**src/design/alarm_readback_pkg.sv**
```systemverilog
// Summary of operation
// - temperature alarm drives pin and readback flag
// - one temperature alarm, bits 21 and 20
// - latched flag holds, live flag follows temperature
// - clear strobe resets latched alarm flags unless their cause is present that cycle
// - guard pairs from bits 19/18 down to 13/12
// - guard flags mark channel pulling shared pin
// - clamp pairs from bits 11/10 down to 5/4
// - clamp flags mark channel pulling shared pin
// - converter readback is one 24-bit word
// - top bits: 01 gain, 10 offset, 11 code
// - bits 21..16 carry converter register address
// - bits 15..0 carry converter register contents
// - alarm word powers up as FFFFF0
package alarm_readback_pkg;
    localparam int          CHANNELS        = 4;
    localparam int          TEMP_W          = 8;
    localparam int          WORD_W          = 24;
    localparam int          TYPE_HI_BIT     = 23;
    localparam int          TYPE_LO_BIT     = 22;
    localparam int          TEMP_LATCH_BIT  = 21;
    localparam int          TEMP_LIVE_BIT   = 20;
    localparam int          GUARD_TOP_BIT   = 19;
    localparam int          CLAMP_TOP_BIT   = 11;
    localparam int          ADDR_LO_BIT     = 16;
    localparam logic [1:0]  TYPE_GAIN       = 2'h1;
    localparam logic [1:0]  TYPE_OFFSET     = 2'h2;
    localparam logic [1:0]  TYPE_CODE       = 2'h3;
    localparam logic [1:0]  TYPE_ALARM      = 2'h3;
    localparam logic [23:0] ALARM_RESET     = 24'hFFFFF0;
    localparam logic        FLAG_RESET      = 1'h1;

    typedef struct packed {
        logic [TEMP_W-1:0]   temp_code;
        logic [TEMP_W-1:0]   temp_threshold;
        logic [CHANNELS-1:0] guard_fault;
        logic [CHANNELS-1:0] clamp_fault;
    } alarm_cause_t;

    typedef struct packed {
        logic [1:0]  kind;
        logic [5:0]  converter_select_bits;
        logic [15:0] converter_contents_bits;
    } convert_req_t;

    // latched bit of a channel pair; live bit sits one below
    function automatic int pair_bit(input int top, input int ch);
        pair_bit = top - 2 * ch;
    endfunction : pair_bit
endpackage : alarm_readback_pkg

```
**src/design/alarm_and_dac_readback.sv**
```systemverilog
`timescale 1ns/1ps
`default_nettype none
module alarm_and_dac_readback (
    input  wire logic                         clk_i,
    input  wire logic                         rst_i,
    input  wire alarm_readback_pkg::alarm_cause_t cause_i,
    input  wire logic                         alarm_clear_i,
    input  wire logic                         conv_valid_i,
    input  wire alarm_readback_pkg::convert_req_t conv_req_i,
    output var  logic [23:0]                  alarm_status_word_o,
    output var  logic [23:0]                  conv_word_o,
    output var  logic                         conv_done_o,
    output var  logic                         conv_refused_o,
    output var  logic                         temp_alarm_pin_out_o,
    output var  logic                         temp_alarm_pin_oe_o,
    output var  logic                         clamp_guard_alarm_pin_out_o,
    output var  logic                         clamp_guard_alarm_pin_oe_o
);
    import alarm_readback_pkg::*;

    logic                temp_over;
    logic                latched_temp_alarm;
    logic                live_temp_alarm;
    logic [CHANNELS-1:0] latched_guard_alarm_n;
    logic [CHANNELS-1:0] live_guard_alarm_n;
    logic [CHANNELS-1:0] latched_clamp_alarm_n;
    logic [CHANNELS-1:0] live_clamp_alarm_n;

    assign temp_over = cause_i.temp_code > cause_i.temp_threshold;

    alarm_flag_pair u_temp (
        .clk_i     (clk_i),
        .rst_i     (rst_i),
        .cond_i    (temp_over),
        .clear_i   (alarm_clear_i),
        .latched_o (latched_temp_alarm),
        .live_o    (live_temp_alarm)
    );

    for (genvar ch = 0; ch < CHANNELS; ch++) begin : g_chan
        alarm_flag_pair u_guard (
            .clk_i     (clk_i),
            .rst_i     (rst_i),
            .cond_i    (cause_i.guard_fault[ch]),
            .clear_i   (alarm_clear_i),
            .latched_o (latched_guard_alarm_n[ch]),
            .live_o    (live_guard_alarm_n[ch])
        );
        alarm_flag_pair u_clamp (
            .clk_i     (clk_i),
            .rst_i     (rst_i),
            .cond_i    (cause_i.clamp_fault[ch]),
            .clear_i   (alarm_clear_i),
            .latched_o (latched_clamp_alarm_n[ch]),
            .live_o    (live_clamp_alarm_n[ch])
        );
    end

    // alarm word and open-drain pins
    logic [23:0] next_alarm_word;
    logic        next_temp_pin_oe;
    logic        next_cg_pin_oe;

    always_comb begin
        next_alarm_word = '0;
        next_alarm_word[TYPE_HI_BIT:TYPE_LO_BIT] = TYPE_ALARM;
        next_alarm_word[TEMP_LATCH_BIT] = latched_temp_alarm;
        next_alarm_word[TEMP_LIVE_BIT]  = live_temp_alarm;
        for (int ch = 0; ch < CHANNELS; ch++) begin
            next_alarm_word[pair_bit(GUARD_TOP_BIT, ch)] =
                latched_guard_alarm_n[ch];
            next_alarm_word[pair_bit(GUARD_TOP_BIT, ch) - 1] =
                live_guard_alarm_n[ch];
            next_alarm_word[pair_bit(CLAMP_TOP_BIT, ch)] =
                latched_clamp_alarm_n[ch];
            next_alarm_word[pair_bit(CLAMP_TOP_BIT, ch) - 1] =
                live_clamp_alarm_n[ch];
        end
        next_temp_pin_oe = latched_temp_alarm;
        next_cg_pin_oe   = |{latched_guard_alarm_n,
                             latched_clamp_alarm_n};
    end

    always_ff @(posedge clk_i) begin
        if (rst_i) begin
            alarm_status_word_o        <= ALARM_RESET;
            temp_alarm_pin_oe_o        <= FLAG_RESET;
            clamp_guard_alarm_pin_oe_o <= FLAG_RESET;
        end else begin
            alarm_status_word_o        <= next_alarm_word;
            temp_alarm_pin_oe_o        <= next_temp_pin_oe;
            clamp_guard_alarm_pin_oe_o <= next_cg_pin_oe;
        end
    end

    // open-drain: only ever pulls low
    always_ff @(posedge clk_i) begin
        temp_alarm_pin_out_o        <= 1'h0;
        clamp_guard_alarm_pin_out_o <= 1'h0;
    end

    // converter readback
    logic [23:0] next_conv_word;
    logic        next_conv_done;
    logic        next_conv_refused;
    logic        kind_ok;

    always_comb begin
        kind_ok = conv_req_i.kind == TYPE_GAIN ||
                  conv_req_i.kind == TYPE_OFFSET ||
                  conv_req_i.kind == TYPE_CODE;
        next_conv_word    = conv_word_o;
        next_conv_done    = 1'h0;
        next_conv_refused = 1'h0;
        if (conv_valid_i && kind_ok) begin
            next_conv_word = {conv_req_i.kind,
                              conv_req_i.converter_select_bits,
                              conv_req_i.converter_contents_bits};
            next_conv_done = 1'h1;
        end else if (conv_valid_i) begin
            next_conv_refused = 1'h1;
        end
    end

    always_ff @(posedge clk_i) begin
        if (rst_i) begin
            conv_word_o    <= '0;
            conv_done_o    <= 1'h0;
            conv_refused_o <= 1'h0;
        end else begin
            conv_word_o    <= next_conv_word;
            conv_done_o    <= next_conv_done;
            conv_refused_o <= next_conv_refused;
        end
    end

    // every channel's guard and clamp pair
    for (genvar ch = 0; ch < CHANNELS; ch++) begin : g_chk
        localparam int GUARD_BIT = pair_bit(GUARD_TOP_BIT, ch);
        localparam int CLAMP_BIT = pair_bit(CLAMP_TOP_BIT, ch);

    end
endmodule : alarm_and_dac_readback
`default_nettype wire

```
**src/design/alarm_flag_pair.sv**
```systemverilog
`timescale 1ns/1ps
`default_nettype none
module alarm_flag_pair (
    input  wire logic clk_i,
    input  wire logic rst_i,
    input  wire logic cond_i,
    input  wire logic clear_i,
    output var  logic latched_o,
    output var  logic live_o
);
    import alarm_readback_pkg::*;

    logic next_latched;
    logic next_live;

    always_comb begin
        next_latched = cond_i | (latched_o & ~clear_i);
        next_live    = cond_i;
    end

    always_ff @(posedge clk_i) begin
        if (rst_i) begin
            latched_o <= FLAG_RESET;
            live_o    <= FLAG_RESET;
        end else begin
            latched_o <= next_latched;
            live_o    <= next_live;
        end
    end
endmodule : alarm_flag_pair
`default_nettype wire

```
**config.mk**
```make
export PLATFORM = sky130hd
export DESIGN_NAME = alarm_and_dac_readback
export DESIGN_NICKNAME = d
export VERILOG_FILES = /design/src/design/alarm_readback_pkg.sv /design/src/design/alarm_and_dac_readback.sv /design/src/design/alarm_flag_pair.sv
export SDC_FILE = /design/constraint.sdc
export NUM_CORES = 1
export LEC_CHECK = 0
export ABC_AREA = 1
export BUFFER_PORTS_ARGS = -buffer_cell sky130_fd_sc_hd__buf_2
export CELL_PAD_IN_SITES_DETAIL_PLACEMENT = 0
export CELL_PAD_IN_SITES_GLOBAL_PLACEMENT = 2
export CORE_ASPECT_RATIO = 0.6
export CORE_MARGIN = 8
export CORE_UTILIZATION = 25
export DETAILED_ROUTE_END_ITERATION = 8
export PLACE_DENSITY = 0.86
export RECOVER_POWER = 50
export SLEW_MARGIN = 20
export SYNTH_ARGS = -nofsm -noshare
export SYNTH_HDL_FRONTEND = slang
export SYNTH_SLANG_ARGS = --single-unit
```
**constraint.sdc**
```tcl
create_clock -name clk_i -period 1.3 [get_ports clk_i]
set_clock_uncertainty 0.1 [all_clocks]
set_input_delay 0.065 -clock clk_i [delete_from_list [all_inputs] [get_ports clk_i]]
set_output_delay 0.065 -clock clk_i [all_outputs]
set_load 0.05 [all_outputs]
```
# Word-level counts from Yosys, hierarchy flattened
# Cells that the tools add are included.
# classes
n_addsub	0
muxes	2
n_div	0
n_shift	0
n_mul	0
reduce_logical	5
bitwise_logic	19
eq_ne	3
n_lt_le_gt_ge	1
# op_table
op	n
$and A1 B1 Y1	9
$or A1 B1 Y1	9
$gt A8 B8 Y1	1
$reduce_or A8 Y1	1
$eq A2 B2 Y1 const B	2
$eq A2 B1 Y1 const B	1
$logic_or A1 B1 Y1	2
$mux W1	2
$reduce_or A2 Y1	1
$logic_and A1 B1 Y1	1
$not A1 Y1	1
# totals
input_bits	52
mem_bits_ro	0
n_memories	0
latch_bits	0
mem_bits_rw	0
reg_bits	70

# Logic depth before layout (Yosys ltp)
# depth
word_depth	5
mapped_depth	11

# Hierarchy
# From an unflattened synthesis, not the netlist that was laid out.
# unflattened
hier_cells	263
hier_area_um2	2264.7
# by_module_without_submodules
module	area_per_inst_um2	cells_per_inst	n_inst
alarm_and_dac_readback	1712.9	200	1
alarm_flag_pair	61.3	7	9

# Least setup slack after synthesis
# No wires, ideal clock.
# synth_path
kind	reg-to-output
startpoint	reg alarm_status_word_o[21]
endpoint	out alarm_status_word_o[21]
stages_incl_launch_ff	2
setup_slack_ns	0.241
t_arrival_ns	0.894
path_cell_list	dfxtp_1 buf_4
# synth_rtl
element	line	rtl
start: declaration	alarm_and_dac_readback.sv:10	output var logic [23:0] alarm_status_word_o,
start signal: assignment	alarm_and_dac_readback.sv:90	alarm_status_word_o <= next_alarm_word;
# No word-level cell between the ends.

# Worst setup path after layout
# layout_path
startpoint	reg conv_word_o[21]
endpoint	out conv_word_o[21]
# layout_rtl
element	line	rtl
start: declaration	alarm_and_dac_readback.sv:11	output var logic [23:0] conv_word_o,
start signal: assignment	alarm_and_dac_readback.sv:131	conv_word_o <= next_conv_word;
# No word-level cell between the ends.

==> impl_results.md <==
* Status: completed
* Clock Pin Slew Worst Setup and Hold Paths at 50 ps
* Count of input and output buffers at 97
* WP buf/inv at 1
* N_diodes at 0
* Flops & latches, synth at between 60 and 70
* Switching share of power at 0.268
* Core ar. at 0.00852 sq mm
* Final ANT Viol Nets at 0
* Clk buf depth at 2
* Layout area overhead at 52.9%
* Crit path launch type: flip-flop
* Hold Vio Cnt, Final at 0
* Period utilisation layout at 0.843
* Rows at 26
* Stages on the worst setup path at 1
* Cell area after layout at 0.00336 sq mm
* Warnings, synthesis at 0
* Int Power at 3.76 mW
* Die Ht at 88.6 um
* Fin Setup TNS at 0 ps
* FF-to-FF path depth at 3
* PnR worst setup slack at 204 ps
* Via Count at between 1,500 and 2,000
* H-tree levels at 3
* DRC violations left at 0
* CP max FO at 2
* Worst path cell trace: buf_2
* Clock latency on the worst-skew pair at about 320 ps
* Synth cell types at 22
* Root buffer cell: clkbuf_16
* Post-DP HPWL at 4170 um
* Via/cell ratio at around 3.8
* Routed length per instance at about 11 um
* Nets at 445
* Pre-CTS WS at ~110 ps
* Worst IR Drop VDD at 0.585 mV
* CTS tree: built
* Routed WL at 5730 um
* Post-synth top area share at 0.575
* I/O pin cnt at 106
* Number of CTS-inserted buffers at 9
* CP Class: reg2out
* First-pass GRT wire length at 9490 um
* Vias in the first global route at approximately 2,000
* DR iter-0 viols at 52
* PD cells at 1530 mW/mm^2
* DP Area at around 0.0027 sq mm
* Final GP Congestion at 0.694
* Post-Synthesis Cells at 252
* Min-delay worst type: in2reg
* Die W at 137 um
* CP delay by family, top: flip-flops
* Sink Count at between 60 and 70
* Final Max Tran Viols at 0
* Most used DFF post-synth: dfxtp_1
* Worst EP required at 1130 ps
* Pre-antenna DRT Iters at 4
* Sequential power share at 0.403
* Critical path's largest stage delay at 340 ps
* Achievable Freq at 0.912 GHz
* Initial core utilization at 0.257
* Top cells by count, synth: 100 x nand2_1, 63 x dfxtp_1, 22 x inv_1
* Count leader, synth: nand2_1
* GR Overflow Total at 0
* Comb power frac at 0.142
* RSZ-0062 raised after global routing: false
* Layout Cells excl Fill at 502
* Die area at ~0.012 sq mm
* Syn Std Cell Area at 0.00219 sq mm
* Initial antenna violation count at 0
* Sequential area share after synthesis at 0.575
* Hold path cells at 2
* Max-cap violation count at 0
* Clk pwr share at 0.455
* Final count of negative-setup-slack endpoints at 0
* Crit. End Element: output pin
* Syn_area_per_cell at approximately 8.7 sq um
* Cell at the slowest stage of the critical path: dfxtp_1
* Largest net degree at the start of global routing at 26
* Net Switching at approximately 1.4 mW
* Total GRT Usage at 0.101
* Static leakage at 1.76 nW
* Layout cell share with drive strength beyond 1 at 0.341
* Post-synth EDFFs at 0
* Minimum clock period at 1100 ps
* Synth area leader: dfxtp_1
* Area contributors post-synth: dfxtp_1 57%, nand2_1 17%, or2_2 4.8%
* DP Cell Count at 452
* Post-CTS Resized at 0
* Crit path arrival time at 930 ps
* Async S/R FF share, synth at 0
timing repair:
action                                 4_1_cts  5_1_grt
hold buffers                                34        0
setup buffers                                0        0
endpoints found under the hold margin       41        0
setup endpoints to repair                    0        0
routing by layer:
layer,routed length (um),up-vias,track usage
met5,0,-,0
met4,59,0,0.0382
met3,758,8,0.0675
met2,2320,67,0.144
met1,2590,828,0.117
li1,-,1006,-
flip-flops by register name (all words and copies together) (netlist names):
signal / cells
conv_refused_o: 1
conv_done_o: 1
g_chan.u_clamp.latched_o: 4
conv_word_o: 24
g_chan.u_guard.latched_o: 4
u_temp.live_o: 1
g_chan.u_guard.live_o: 4
clamp_guard_alarm_pin_oe_o: 1
g_chan.u_clamp.live_o: 4
alarm_status_word_o: 18
u_temp.latched_o: 1
metrics by stage:
| step | power [mW] | util | hold slack (ps) |
|---|---|---|---|
| 2_1_floorplan | 2.60 | - | 62.6 |
| 3_3_place_gp | 2.77 | 0.320 | 152 |
| 3_5_place_dp | 2.77 | 0.320 | 157 |
| 4_1_cts | 5.23 | 0.395 | 133 |
| 5_1_grt | 5.39 | 0.394 | 169 |
| 6_report | 5.13 | 0.394 | 130 |
cell usage in the layout, fill, tap and decap left out, drive strengths merged:
cell type / instances
conb: 8
nand3: 6
nor2: 2
o21ai: 1
a21o: 1
dfxtp: 63
a21oi: 2
o21bai: 3
buf: 95
nand4: 2
bufinv: 1
ha: 8
clkinv: 5
nand2: 100
clkbuf: 12
inv: 24
nor3: 2
or2: 19
dlygate4sd3: 34
clkinvlp: 2
power groups by stage:
stage	combinational, mW	sequential [mW]	clock, mW
4_1_cts	0.741	2.07	2.42
3_5_place_dp	0.661	2.11	0
5_1_grt	0.798	2.08	2.52
6_report	0.728	2.07	2.33
3_3_place_gp	0.656	2.11	0
2_1_floorplan	0.253	2.35	0
layout make-up:
type	instances	area, sq um
clock buffers	9	225
well taps	112	140
flip-flops and latches	63	1260
multi-input cells	154	729
clock inverters	7	73.8
repair buffers	132	831
inverters	25	95.1
fillers	908	5170
cells by family after synthesis:
group	Yosys count	share of synthesized area
and+or+nand+nor	131	0.254
DFF	63	0.575
buffers and inverters	41	0.102
adders and majority gates	8	0.0456
AOI/OAI and AO/OA	7	0.0205
other	2	0.00342
path summary, 6_finish.rpt:
path / start / to / slack (ps)
worst max register to register: g_chan[0].u_clamp.latched_o / clamp_guard_alarm_pin_oe_o / 280
worst min register to register: g_chan[2].u_guard.live_o / alarm_status_word_o[14] / 310
worst max-delay path: conv_word_o[21] / conv_word_o[21] / 200
worst min-delay path: rst_i / alarm_status_word_o[20] / 130
(Power assumes the default switching activity.)
